$ cat src/design/caf_pkg.sv
// Summary of operation
// - Slot A overflow sets status bit 7; sticky until software clears; resets to zero.
// - Slot B overflow sets status bit 6; only software clears it; resets zero.
// - Transmitter passive flag is high while transmit error count exceeds 127.
// - Receiver passive flag is high while receive error count exceeds 127.
// - Receiver warning is high when receive error count is 96 to 127.
// - Jump width equals jump field plus one quanta, one to four.
// - Time quantum is two times prescaler plus one oscillator periods.
// - Bit timing register is writable only in configuration mode.
// - A valid assembled identifier is compared to filters and, outside configuration mode, moved on match.
// - Mask bit zero accepts any bit; mask one needs identifier equal filter.
// - Filters zero and one with mask zero feed slot A; two to five slot B.
// - A filter match loading slot B, or slot A without double buffering, records the matching filter number.
// - Slot B hit code is the binary filter number, 000 to 101.
// - Slot B codes 000 and 001 occur only via double-buffer rollover.
// - With double buffering, slot A hits read 110 or 111, rollovers 000 or 001.
// - Several matches record the lowest numbered filter.
// - Mask and filter writes take effect only in configuration mode.
// - Mask and filter registers read zero outside configuration mode.
package caf_pkg;
	localparam int ID_W = 29;
	localparam int NUM_FILT = 6;
	localparam logic [7:0] OFS_STATUS = 8'h00;
	localparam logic [7:0] OFS_TIMING = 8'h04;
	localparam logic [7:0] OFS_MODE = 8'h08;
	localparam logic [7:0] OFS_SLOT_A_CTRL = 8'h0C;
	localparam logic [7:0] OFS_SLOT_B_CTRL = 8'h10;
	localparam logic [7:0] OFS_SLOT_A_ID = 8'h14;
	localparam logic [7:0] OFS_SLOT_B_ID = 8'h18;
	localparam logic [7:0] OFS_FILT_BASE = 8'h20;
	localparam logic [7:0] OFS_MASK_BASE = 8'h40;
	localparam int BIT_A_OVF = 7;
	localparam int BIT_B_OVF = 6;
	localparam int BIT_BUS_OFF = 5;
	localparam int BIT_TX_PASS = 4;
	localparam int BIT_RX_PASS = 3;
	localparam int BIT_TX_WARN = 2;
	localparam int BIT_RX_WARN = 1;
	localparam int BIT_ANY_WARN = 0;
	localparam int BIT_MODE_CFG = 0;
	localparam int BIT_MODE_DBEN = 1;
	localparam int BIT_SLOT_FULL = 7;
	localparam logic [8:0] LIM_PASSIVE = 9'h07F;
	localparam logic [8:0] LIM_WARN = 9'h05F;
	localparam logic [8:0] LIM_BUS_OFF = 9'h0FF;
	localparam logic [7:0] RST_TIMING = 8'h00;
	localparam logic [1:0] RST_MODE = 2'h1;
	localparam logic [1:0] HTRANS_NONSEQ = 2'h2;
	localparam logic [1:0] HIT_ROLL_PREFIX = 2'h3;

	typedef struct packed {
		logic valid;
		logic [ID_W-1:0] id;
	} caf_frame_type;

	typedef struct packed {
		logic [8:0] tx_count;
		logic [7:0] rx_count;
	} caf_err_type;

	typedef enum logic [1:0] {BUS_IDLE, BUS_WRITE, BUS_RD_WAIT, BUS_RD_DONE} caf_bus_type;
endpackage

$ cat src/design/caf_top.sv
`timescale 1ns/1ps
module caf_top import caf_pkg::*; (
	input wire logic i_clk,
	input wire logic i_resetn,
	input wire logic i_hsel,
	input wire logic [31:0] i_haddr,
	input wire logic [1:0] i_htrans,
	input wire logic i_hwrite,
	input wire logic [2:0] i_hsize,
	input wire logic [31:0] i_hwdata,
	input wire logic i_hready,
	output logic [31:0] o_hrdata,
	output logic o_hreadyout,
	output logic o_hresp,
	input wire caf_frame_type i_frame,
	input wire caf_err_type i_err,
	output logic [7:0] o_comm_status,
	output logic [7:0] o_quantum_cycles,
	output logic [2:0] o_jump_width,
	output logic o_config_mode,
	output logic o_slot_a_full,
	output logic o_slot_b_full
);
	logic rst_meta_ff;
	logic rst_n_ff;
	caf_bus_type bus_ff;
	logic [7:0] addr_ff;
	logic [31:0] hrdata_ff;
	logic [7:0] timing_ff;
	logic [1:0] mode_ff;
	logic [ID_W-1:0] filt_ff [NUM_FILT];
	logic [ID_W-1:0] mask_ff [2];
	logic a_full_ff;
	logic b_full_ff;
	logic [ID_W-1:0] a_id_ff;
	logic [ID_W-1:0] b_id_ff;
	logic [2:0] a_hit_ff;
	logic [2:0] b_hit_ff;
	logic a_ovf_ff;
	logic b_ovf_ff;
	logic [7:0] status_ff;
	logic [7:0] nxt_status;
	logic addr_phase;
	logic wr_now;
	logic [NUM_FILT-1:0] match;
	logic hit_lo;
	logic hit_hi;
	logic [2:0] lo_num;
	logic [2:0] hi_num;
	logic load_a;
	logic load_b;
	logic [2:0] load_b_code;
	logic set_a_ovf;
	logic set_b_ovf;
	logic clr_a_ovf;
	logic clr_b_ovf;
	logic clr_a_full;
	logic clr_b_full;
	logic [31:0] rd_mux;

	function automatic logic id_accept(input logic [ID_W-1:0] id, input logic [ID_W-1:0] filt,
		input logic [ID_W-1:0] mask);
		id_accept = (((id ~^ filt) | ~mask) == {ID_W{1'b1}});
	endfunction

	function automatic logic is_filt(input logic [7:0] a, input int n);
		is_filt = (a == (OFS_FILT_BASE + 8'(n * 4)));
	endfunction

	function automatic logic is_mask(input logic [7:0] a, input int n);
		is_mask = (a == (OFS_MASK_BASE + 8'(n * 4)));
	endfunction

	// Reset release synchroniser
	always_ff @(posedge i_clk or negedge i_resetn) begin
		if (!i_resetn) begin
			rst_meta_ff <= 1'b0;
			rst_n_ff <= 1'b0;
		end else begin
			rst_meta_ff <= 1'b1;
			rst_n_ff <= rst_meta_ff;
		end
	end

	// AHB-Lite slave: writes zero-wait, reads one wait state
	assign addr_phase = i_hsel && i_hready && (i_htrans == HTRANS_NONSEQ);
	assign wr_now = (bus_ff == BUS_WRITE);

	always_ff @(posedge i_clk or negedge rst_n_ff) begin
		if (!rst_n_ff) begin
			bus_ff <= BUS_IDLE;
			addr_ff <= 8'h00;
		end else begin
			unique case (bus_ff)
				BUS_RD_WAIT: begin
					bus_ff <= BUS_RD_DONE;
				end
				default: begin
					if (addr_phase) begin
						bus_ff <= i_hwrite ? BUS_WRITE : BUS_RD_WAIT;
						addr_ff <= i_haddr[7:0];
					end else begin
						bus_ff <= BUS_IDLE;
					end
				end
			endcase
		end
	end

	assign o_hreadyout = (bus_ff != BUS_RD_WAIT);
	assign o_hresp = 1'b0;

	always_comb begin
		rd_mux = 32'h0000_0000;
		unique case (addr_ff)
			OFS_STATUS: rd_mux = {24'h000000, status_ff};
			OFS_TIMING: rd_mux = {24'h000000, timing_ff};
			OFS_MODE: rd_mux = {30'h0000_0000, mode_ff};
			OFS_SLOT_A_CTRL: rd_mux = {24'h000000, a_full_ff, 4'h0, a_hit_ff};
			OFS_SLOT_B_CTRL: rd_mux = {24'h000000, b_full_ff, 4'h0, b_hit_ff};
			OFS_SLOT_A_ID: rd_mux = {3'h0, a_id_ff};
			OFS_SLOT_B_ID: rd_mux = {3'h0, b_id_ff};
			default: rd_mux = 32'h0000_0000;
		endcase
		for (int i = 0; i < NUM_FILT; i++) begin
			if (is_filt(addr_ff, i) && mode_ff[BIT_MODE_CFG]) begin
				rd_mux = {3'h0, filt_ff[i]};
			end
		end
		for (int i = 0; i < 2; i++) begin
			if (is_mask(addr_ff, i) && mode_ff[BIT_MODE_CFG]) begin
				rd_mux = {3'h0, mask_ff[i]};
			end
		end
	end

	always_ff @(posedge i_clk or negedge rst_n_ff) begin
		if (!rst_n_ff) begin
			hrdata_ff <= 32'h0000_0000;
		end else if (bus_ff == BUS_RD_WAIT) begin
			hrdata_ff <= rd_mux;
		end
	end

	assign o_hrdata = hrdata_ff;

	// Mode and bit timing
	always_ff @(posedge i_clk or negedge rst_n_ff) begin
		if (!rst_n_ff) begin
			mode_ff <= RST_MODE;
		end else if (wr_now && addr_ff == OFS_MODE) begin
			mode_ff <= i_hwdata[1:0];
		end
	end

	always_ff @(posedge i_clk or negedge rst_n_ff) begin
		if (!rst_n_ff) begin
			timing_ff <= RST_TIMING;
		end else if (wr_now && addr_ff == OFS_TIMING && mode_ff[BIT_MODE_CFG]) begin
			timing_ff <= i_hwdata[7:0];
		end
	end

	assign o_config_mode = mode_ff[BIT_MODE_CFG];
	assign o_jump_width = {1'b0, timing_ff[7:6]} + 3'h1;
	assign o_quantum_cycles = {1'b0, timing_ff[5:0], 1'b0} + 8'h02;

	// Filters and masks
	genvar g;
	generate
		for (g = 0; g < NUM_FILT; g++) begin : g_filt
			always_ff @(posedge i_clk or negedge rst_n_ff) begin
				if (!rst_n_ff) begin
					filt_ff[g] <= '0;
				end else if (wr_now && is_filt(addr_ff, g) && mode_ff[BIT_MODE_CFG]) begin
					filt_ff[g] <= i_hwdata[ID_W-1:0];
				end
			end
			assign match[g] = id_accept(i_frame.id, filt_ff[g], mask_ff[(g < 2) ? 0 : 1]);
		end
		for (g = 0; g < 2; g++) begin : g_mask
			always_ff @(posedge i_clk or negedge rst_n_ff) begin
				if (!rst_n_ff) begin
					mask_ff[g] <= '0;
				end else if (wr_now && is_mask(addr_ff, g) && mode_ff[BIT_MODE_CFG]) begin
					mask_ff[g] <= i_hwdata[ID_W-1:0];
				end
			end
		end
	endgenerate

	// Lowest numbered match wins within each group
	always_comb begin
		lo_num = 3'h0;
		hi_num = 3'h0;
		hit_lo = 1'b0;
		hit_hi = 1'b0;
		for (int i = 1; i >= 0; i--) begin
			if (match[i]) begin
				lo_num = 3'(i);
				hit_lo = 1'b1;
			end
		end
		for (int i = NUM_FILT - 1; i >= 2; i--) begin
			if (match[i]) begin
				hi_num = 3'(i);
				hit_hi = 1'b1;
			end
		end
	end

	// Steering of a valid assembled message
	always_comb begin
		load_a = 1'b0;
		load_b = 1'b0;
		load_b_code = hi_num;
		set_a_ovf = 1'b0;
		set_b_ovf = 1'b0;
		if (i_frame.valid && !mode_ff[BIT_MODE_CFG]) begin
			if (hit_lo) begin
				if (!a_full_ff) begin
					load_a = 1'b1;
				end else if (mode_ff[BIT_MODE_DBEN] && !b_full_ff) begin
					load_b = 1'b1;
					load_b_code = lo_num;
				end else begin
					set_a_ovf = 1'b1;
				end
			end else if (hit_hi) begin
				if (!b_full_ff) begin
					load_b = 1'b1;
				end else begin
					set_b_ovf = 1'b1;
				end
			end
		end
	end

	assign clr_a_full = wr_now && addr_ff == OFS_SLOT_A_CTRL && !i_hwdata[BIT_SLOT_FULL];
	assign clr_b_full = wr_now && addr_ff == OFS_SLOT_B_CTRL && !i_hwdata[BIT_SLOT_FULL];

	always_ff @(posedge i_clk or negedge rst_n_ff) begin
		if (!rst_n_ff) begin
			a_full_ff <= 1'b0;
			a_id_ff <= '0;
			a_hit_ff <= 3'h0;
		end else if (load_a) begin
			a_full_ff <= 1'b1;
			a_id_ff <= i_frame.id;
			a_hit_ff <= mode_ff[BIT_MODE_DBEN] ? {HIT_ROLL_PREFIX, lo_num[0]} : lo_num;
		end else if (clr_a_full) begin
			a_full_ff <= 1'b0;
		end
	end

	always_ff @(posedge i_clk or negedge rst_n_ff) begin
		if (!rst_n_ff) begin
			b_full_ff <= 1'b0;
			b_id_ff <= '0;
			b_hit_ff <= 3'h0;
		end else if (load_b) begin
			b_full_ff <= 1'b1;
			b_id_ff <= i_frame.id;
			b_hit_ff <= load_b_code;
		end else if (clr_b_full) begin
			b_full_ff <= 1'b0;
		end
	end

	assign o_slot_a_full = a_full_ff;
	assign o_slot_b_full = b_full_ff;

	// Overflow flags: writing zero clears, a new overflow wins
	assign clr_a_ovf = wr_now && addr_ff == OFS_STATUS && !i_hwdata[BIT_A_OVF];
	assign clr_b_ovf = wr_now && addr_ff == OFS_STATUS && !i_hwdata[BIT_B_OVF];

	always_ff @(posedge i_clk or negedge rst_n_ff) begin
		if (!rst_n_ff) begin
			a_ovf_ff <= 1'b0;
		end else if (set_a_ovf) begin
			a_ovf_ff <= 1'b1;
		end else if (clr_a_ovf) begin
			a_ovf_ff <= 1'b0;
		end
	end

	always_ff @(posedge i_clk or negedge rst_n_ff) begin
		if (!rst_n_ff) begin
			b_ovf_ff <= 1'b0;
		end else if (set_b_ovf) begin
			b_ovf_ff <= 1'b1;
		end else if (clr_b_ovf) begin
			b_ovf_ff <= 1'b0;
		end
	end

	// Error state flags from the counters
	always_comb begin
		nxt_status = 8'h00;
		nxt_status[BIT_A_OVF] = a_ovf_ff;
		nxt_status[BIT_B_OVF] = b_ovf_ff;
		nxt_status[BIT_BUS_OFF] = i_err.tx_count > LIM_BUS_OFF;
		nxt_status[BIT_TX_PASS] = i_err.tx_count > LIM_PASSIVE;
		nxt_status[BIT_RX_PASS] = {1'b0, i_err.rx_count} > LIM_PASSIVE;
		nxt_status[BIT_TX_WARN] = (i_err.tx_count > LIM_WARN) && !(i_err.tx_count > LIM_PASSIVE);
		nxt_status[BIT_RX_WARN] = ({1'b0, i_err.rx_count} > LIM_WARN)
			&& !({1'b0, i_err.rx_count} > LIM_PASSIVE);
		nxt_status[BIT_ANY_WARN] = nxt_status[BIT_TX_WARN] | nxt_status[BIT_RX_WARN];
	end

	always_ff @(posedge i_clk or negedge rst_n_ff) begin
		if (!rst_n_ff) begin
			status_ff <= 8'h00;
		end else begin
			status_ff <= nxt_status;
		end
	end

	assign o_comm_status = status_ff;
endmodule

$ cat config.mk
export PLATFORM = sky130hd
export DESIGN_NAME = caf_top
export DESIGN_NICKNAME = d
export VERILOG_FILES = /design/src/design/caf_pkg.sv /design/src/design/caf_top.sv
export SDC_FILE = /design/constraint.sdc
export NUM_CORES = 1
export LEC_CHECK = 0
export ABC_AREA = 0
export BUFFER_PORTS_ARGS = -buffer_cell sky130_fd_sc_hd__buf_2
export CAP_MARGIN = 20
export CORE_MARGIN = 2
export CORE_UTILIZATION = 30
export DETAILED_ROUTE_END_ITERATION = 8
export HOLD_SLACK_MARGIN = 0.05
export PLACE_DENSITY = 0.47
export SETUP_SLACK_MARGIN = 0.5
export SLEW_MARGIN = 5
export SYNTH_ARGS = -nofsm -noshare
export SYNTH_HDL_FRONTEND = slang
export SYNTH_SLANG_ARGS = --single-unit
$ cat constraint.sdc
create_clock -name i_clk -period 19.6 [get_ports i_clk]
set_input_delay 3.92 -clock i_clk [delete_from_list [all_inputs] [get_ports i_clk]]
set_output_delay 3.92 -clock i_clk [all_outputs]
set_load 0.1 [all_outputs]
* Word-level counts from Yosys, hierarchy flattened *
Index checks and enable logic that the tools add are counted.

storage, ports and cells
  register bits after elaboration = 362
  word-level logic and storage cells = 177

cells by class
  mux-type cells = 54
  eq/ne operators = 24
  magnitude comparators = 5
  $add $sub $neg = 2
  bitwise logic cells = 16
  reductions and logical operators = 52

operators by type and width
  kind                                                                              number
  32-bit two-way mux                                                                7
  29-bit one-hot mux with 7 select lines                                            1
  29-bit equality test (second input constant)                                      6
  29-bit bitwise OR                                                                 6
  29-bit bitwise XNOR                                                               6
  29-bit NOT                                                                        2
  8-bit by 6-bit equality test with 1-bit output (second input constant)            6
  1-bit logical AND                                                                 40
  1-bit two-way mux                                                                 32
  3-bit two-way mux                                                                 10
  29-bit two-way mux                                                                1
  8-bit by 5-bit equality test with 1-bit output (second input constant)            3
  9-bit by 7-bit greater-than comparator with 1-bit output (second input constant)  2
  8-bit by 4-bit equality test with 1-bit output (second input constant)            2
  8-bit by 7-bit equality test with 1-bit output (second input constant)            2
  8-bit by 7-bit greater-than comparator with 1-bit output (second input constant)  2
  9-bit by 8-bit greater-than comparator with 1-bit output (second input constant)  1
  7-bit by 2-bit adder with 8-bit output (second input constant)                    1
  8-bit by 3-bit equality test with 1-bit output (second input constant)            1
  8-bit zero test                                                                   1
  2-bit nonzero test                                                                4
  1-bit zero test                                                                   6
  2-bit two-way mux                                                                 3
  2-bit equality test (second input constant)                                       2
  other kinds (6)                                                                   6

* Depth between registers and ports, before layout *
  depth in word-level cells = 11
  depth in mapped cells = 11
  depth with buffers taken out = 8

* Worst setup path before layout *
Ideal clock, no wire load.

  kind = input port to flip-flop
  start = in i_frame[11] (netlist name)
  end = reg b_id_ff[0]
  setup slack = 13.378 ns
  library setup time = 0.125 ns
  cell stages on the path = 9
  buffers on the path = 2
  arrival = 6.097 ns
  cells stage by stage = clkbuf_1 xor2_1 a221oi_2 nand4_1 or3_4 a2111oi_4 a41o_4 buf_6 mux2_4

between the ends
  longest elaborated chain between the ends = 10

ends and longest elaborated chain
  item                            line            source
  start: declaration              caf_top.sv:15   input wire caf_frame_type i_frame,
  29-bit bitwise XNOR             caf_top.sv:63   id_accept = (((id ~^ filt) | ~mask) == {ID_W{1'b1}});
  29-bit bitwise OR               caf_top.sv:63
  29-bit equality test            caf_top.sv:63
  1-bit two-way mux (4 in a row)  caf_top.sv:205  if (match[i]) begin
  1-bit two-way mux               caf_top.sv:229  end else if (hit_hi) begin
  1-bit two-way mux (*)           caf_top.sv:220  if (hit_lo) begin
  1-bit two-way mux (*)           caf_top.sv:219  if (i_frame.valid && !mode_ff[BIT_MODE_CFG]) begin
  end signal: assignment          caf_top.sv:263  b_id_ff <= i_frame.id;
  end: declaration                caf_top.sv:36   logic [ID_W-1:0] b_id_ff;

Mark *: on every way between the ends. The rest lies on a longest branch, timed or not.
A chain may end at the register's enable or synchronous reset.

* Worst setup path in the final report *
  start = in i_frame[1] (netlist name)
  end = reg b_id_ff[28]

The elaborated chain is that of the path after synthesis.

==> results_tabular.tex <==
\begin{tabular}{lr}
\hline
Metric & Value \\
\hline
\multicolumn{2}{l}{\textbf{Floorplanning}} \\
\quad Chip height & roughly 250 um \\
\quad Top-level I/O count & $\sim$180 \\
\quad Chip Width & 251 um \\
\quad Core ar. & 60500 um\^{}2 \\
\quad Number of core rows & 90 \\
\quad Initial core utilization & 0.303 \\
\quad Die ar. & about 63000 um\^{}2 \\
\multicolumn{2}{l}{\textbf{Setup path}} \\
\quad CP top delay family & compound AO/OA/AOI/OAI gates \\
\quad Highest-delay cell along the critical path & sky130\_fd\_sc\_hd\_\_a222oi\_1 \\
\quad Category of the worst setup path launch point & input pin \\
\quad Cell depth of the worst flop-to-flop path & 7 \\
\quad Critical register-to-register path startpoint & filt\_ff[117]\$\_DFFE\_PN0P\_ \\
\quad Critical Path End Type & flip-flop \\
\quad Setup slack, reg-to-reg & 15.68 ns \\
\quad Delay of the slowest cell on the worst path & roughly 0.87 ns \\
\quad Category of the critical setup timing path & in -> reg \\
\quad Worst path bufs/invs & 1 \\
\quad Crit path DAT & 7.57 ns \\
\quad Required time of the critical path & $\sim$20 ns \\
\quad Crit-path max FO & 31 \\
\quad Critical-path cell list & buf\_2 -> xor2\_1 -> a222oi\_1 -> nand3\_1 -> or3\_4 -> a2111oi\_4 -> a41o\_4 -> mux2\_2 \\
\quad Worst reg2reg path endpoint & b\_id\_ff[28]\$\_DFFE\_PN0P\_ \\
\multicolumn{2}{l}{\textbf{Route}} \\
\quad Total length of routed wires & roughly 73000 um \\
\quad Post-route antenna net violation count & 0 \\
\quad Via density & between 5 and 6 \\
\quad Pre-Repair DR Iteration Count & 7 \\
\quad Overall via count from detail\_route & 14100 \\
\quad Remaining design rule violation count & 0 \\
\quad WL per Instance & 29.6 um \\
\quad Number of violations reported at the end of detailed-routing iteration 0 & $\sim$1100 \\
\multicolumn{2}{l}{\textbf{STA}} \\
\quad Number of pins exceeding their max-slew limit in the final report & 0 \\
\quad Final setup violation count & 0 \\
\quad Setup tns final & 0 ns \\
\quad Setup WS post-layout & approximately 12 ns \\
\quad Shortest period the worst path allows & between 7 and 8 ns \\
\quad Share of the clock period used by the worst path after layout & 0.363 \\
\quad Setup clock skew after layout & 0.0234 ns \\
\quad Remaining max-slew budget at the tightest pin & 0.209 \\
\quad Slew at the pin closest to its max-slew limit & between 1 and 1.5 ns \\
\quad Setup repair after global routing missed its margin & false \\
\quad Final count of hold timing violations & 0 \\
\quad Maximum clock frequency & 141 MHz \\
\multicolumn{2}{l}{\textbf{Yosys}} \\
\quad Gate count of the mapped netlist & roughly 1600 \\
\quad Synthesis-stage register bit count & $\sim$360 \\
\quad Proportion of synthesized chip area in sequential cells & 0.488 \\
\quad Count of warnings emitted by yosys & 0 \\
\quad Mean Syn Cell Area & approximately 12 um\^{}2 \\
\quad Number of enable-type register cells in the synthesized netlist & 0 \\
\quad Most used DFF post-synth & sky130\_fd\_sc\_hd\_\_dfrtp\_1 \\
\quad Synthesized area & approximately 18000 um\^{}2 \\
\quad Fraction of registers with async set or reset after synthesis & 1.00 \\
\quad Post-synthesis cell type count & 66 \\
\multicolumn{2}{l}{\textbf{Layout}} \\
\quad Count of filler cells inserted in the layout & around 6000 \\
\quad Total number of nets in the final design & approximately 1800 \\
\quad Number of standard cells in the layout, taps in and fillers out & 2466 \\
\quad Layout overhead on the synthesized area & 15.1\% \\
\quad Layout cell share with drive strength beyond 1 & 0.336 \\
\quad Post-route cell area & between 20000 and 25000 um\^{}2 \\
\quad Antenna cell count & 0 \\
\quad Final core utilization & 0.349 \\
\multicolumn{2}{l}{\textbf{Place}} \\
\quad Weighted congestion at the end of routability-driven global placement & around 0.95 \\
\quad Number of instances in the placed design & roughly 2400 \\
\quad Port Buffer Count & $\sim$130 \\
\quad Worst-case setup slack after placement & $\sim$12 ns \\
\quad Cell Area, Placed & $\sim$20000 um\^{}2 \\
\quad Detailed Place HPWL & 49500 um \\
\multicolumn{2}{l}{\textbf{Global routing}} \\
\quad GRT met1 Usage & 0.326 \\
\quad Via count of the first global-routing pass & 14100 \\
\quad Number of antenna violations at the first check in global routing & 5 \\
\quad Grt peak-use layer & met2 \\
\quad Overall Global Routing Usage & 0.230 \\
\quad First-pass GRT wire length & $\sim$110000 um \\
\quad Maximum number of pins on one net before global-route repair & 85 \\
\quad Met3 GRT Util & 0.0414 \\
\quad Total congestion overflow & 0 \\
\quad Global-route met2 utilization & 0.354 \\
\multicolumn{2}{l}{\textbf{Clock tree}} \\
\quad Clock-pin transition on the worst setup and hold timing paths & 0.06 ns \\
\quad Clock buffer count from CTS & between 40 and 50 \\
\quad \# clock sinks & 358 \\
\quad Post\_cts resized & 0 \\
\quad Library cell used as clock root buffer & sky130\_fd\_sc\_hd\_\_clkbuf\_16 \\
\quad Latest clock arrival within the worst-skew pair & 0.58 ns \\
\quad Worst-case clock buffer depth & 3 \\
\quad \# H-tree levels & 2 \\
\quad CTS tree & yes \\
\quad Post-CTS setup-driven buffer insertion count & 0 \\
\quad Hold Buf Count CTS & 0 \\
\multicolumn{2}{l}{\textbf{Power}} \\
\quad Switching pwr & just over 1 mW \\
\quad Clk pwr share & 0.296 \\
\quad Fraction of power spent switching nets & 0.393 \\
\quad Power per unit of standard cell area & roughly 120 nW/um\^{}2 \\
\quad Portion of total power attributed to combinational logic & 0.308 \\
\quad Static Leak & around 9.4 nW \\
\quad Portion of total power attributed to sequential cells & 0.396 \\
\quad Worst IR Drop VDD & a little under 0.00008 V \\
\quad Internal power component & 1.57 mW \\
\multicolumn{2}{l}{\textbf{Hold path}} \\
\quad Start point of the worst min-delay path & rst\_meta\_ff\$\_DFF\_PN0\_ \\
\quad Worst hold path type & reg -> reg \\
\quad Hold endpoint & rst\_n\_ff\$\_DFF\_PN0\_ \\
\quad Number of instances on the worst hold path & 0 \\
\multicolumn{2}{l}{\textbf{Job}} \\
\quad \# Max-Cap Violations & 0 \\
\multicolumn{2}{l}{\textbf{Run status}} \\
\quad Outcome & completed \\
\hline
\end{tabular}
power groups by stage:
stage               clock [mW]  combinational [mW]  sequential, mW
floorplan                    0               0.392            1.19
global placement             0               0.786            1.03
detailed placement           0               0.790            1.03
CTS                      0.786               0.794            1.02
global route             0.818               0.837            1.04
finish                   0.766               0.797            1.02
through the flow:
step | hold WS [ns] | power [mW]
finish | 0.348 | 2.59
global route | 0.354 | 2.70
CTS | 0.351 | 2.60
detailed placement | 0.338 | 1.82
global placement | 0.335 | 1.81
floorplan | 0.331 | 1.58
metal layers:
metal / part of all wire / routed length [um]
met1: 0.45 / 32500
met2: 0.45 / 32500
met5: 0.00056 / 41
met3: 0.074 / 5430
met4: 0.034 / 2450
registers in the layout, indices dropped and copies added, names as in the netlist, 3 cells and up:
signal         count
a_id_ff           29
addr_ff            8
b_hit_ff           3
b_id_ff           29
filt_ff          174
mask_ff           58
o_comm_status      8
o_hrdata          29
timing_ff          8
cell families (layout without fill, tap and decap cells):
logic type      count (synthesis)  after routing  share of synthesized area
compound gates                360            360                      0.136
flops                         358            358                      0.488
mux                           309            309                      0.195
simple gates                  224            224                     0.0606
xor+xnor                      178            178                     0.0849
buf+inv                       129            247                     0.0332
fa+ha+maj                       2              2                    0.00136
other cells                     2              6                   0.000409
worst max path at each step:
stage                                   from  depth (start not counted)  slack, ns                 endpoint
after floorplan           rst_n_ff$_DFF_PN0_                          0       8.89  a_hit_ff[0]$_DFFE_PN0P_
after global placement            i_frame[1]                          8      12.03  b_id_ff[28]$_DFFE_PN0P_
after CTS                         i_frame[1]                          8      12.61  b_id_ff[28]$_DFFE_PN0P_
after global routing              i_frame[1]                          8      12.53  b_id_ff[28]$_DFFE_PN0P_
final                             i_frame[1]                          8      12.48  b_id_ff[28]$_DFFE_PN0P_
after detailed placement          i_frame[1]                          8      12.00  b_id_ff[28]$_DFFE_PN0P_
cells in the final DEF (no fill, tap or decap), types with 18 or more instances in the layout:
cell type,n
sky130_fd_sc_hd__o221ai_1,20
sky130_fd_sc_hd__a21oi_1,61
sky130_fd_sc_hd__nand3_1,34
sky130_fd_sc_hd__buf_4,31
sky130_fd_sc_hd__dfrtp_1,356
sky130_fd_sc_hd__mux2_4,28
sky130_fd_sc_hd__nor2_1,46
sky130_fd_sc_hd__a22o_1,18
sky130_fd_sc_hd__a22oi_1,85
sky130_fd_sc_hd__buf_2,131
sky130_fd_sc_hd__clkbuf_16,43
sky130_fd_sc_hd__xor2_1,175
sky130_fd_sc_hd__mux2_2,280
sky130_fd_sc_hd__o22ai_1,33
sky130_fd_sc_hd__o21ai_0,72
sky130_fd_sc_hd__nand2_1,64
area by class of cell:
class | count | area (um^2) | share of cell area
Clock inverter | 10 | 82.6 | 0.00391
Sequential cell | 358 | 8960 | 0.424
Clock buffer | 61 | 1220 | 0.0579
Timing Repair Buffer | 165 | 958 | 0.0454
Multi-Input combinational cell | 1079 | 8880 | 0.420
Tap cell | 782 | 978 | 0.0463
Inverter | 11 | 41.3 | 0.00195
synthesized netlist by cell type (3+ instances only):
cell / count / area [um^2]
sky130_fd_sc_hd__o21ai_0: 72 / 360
sky130_fd_sc_hd__xnor2_1: 3 / 26.3
sky130_fd_sc_hd__nand2b_1: 3 / 18.8
sky130_fd_sc_hd__a22o_1: 18 / 158
sky130_fd_sc_hd__inv_1: 10 / 37.5
sky130_fd_sc_hd__buf_2: 26 / 130
sky130_fd_sc_hd__nor3_1: 9 / 45.0
sky130_fd_sc_hd__a211oi_1: 4 / 30.0
sky130_fd_sc_hd__buf_4: 8 / 60.1
sky130_fd_sc_hd__a221oi_1: 16 / 140
sky130_fd_sc_hd__nand2_1: 66 / 248
sky130_fd_sc_hd__a21oi_1: 61 / 305
sky130_fd_sc_hd__a22oi_1: 85 / 638
sky130_fd_sc_hd__clkbuf_1: 64 / 240
sky130_fd_sc_hd__nand3_1: 34 / 170
sky130_fd_sc_hd__mux2_2: 280 / 3150
sky130_fd_sc_hd__dfrtp_1: 357 / 8930
sky130_fd_sc_hd__nor2_1: 52 / 195
sky130_fd_sc_hd__a31oi_1: 9 / 56.3
sky130_fd_sc_hd__mux2_4: 28 / 420
sky130_fd_sc_hd__nor2b_1: 5 / 31.3
sky130_fd_sc_hd__xor2_1: 175 / 1530
sky130_fd_sc_hd__nand4_1: 16 / 100
sky130_fd_sc_hd__or4_1: 3 / 22.5
sky130_fd_sc_hd__o41ai_1: 6 / 52.6
sky130_fd_sc_hd__o22ai_1: 33 / 206
sky130_fd_sc_hd__nor4_1: 4 / 25.0
sky130_fd_sc_hd__o221ai_1: 20 / 175
sky130_fd_sc_hd__a21o_1: 6 / 45.0
sky130_fd_sc_hd__a222oi_1: 16 / 160
sky130_fd_sc_hd__nor4b_1: 4 / 35.0
sky130_fd_sc_hd__buf_1: 10 / 37.5
sky130_fd_sc_hd__buf_6: 8 / 90.1
sky130_fd_sc_hd__or3_1: 4 / 25.0
sky130_fd_sc_hd__nand4b_1: 3 / 26.3
sky130_fd_sc_hd__and3_1: 7 / 43.8
sky130_fd_sc_hd__a221oi_2: 3 / 45.0
Power figures use the tool's default switching activity.
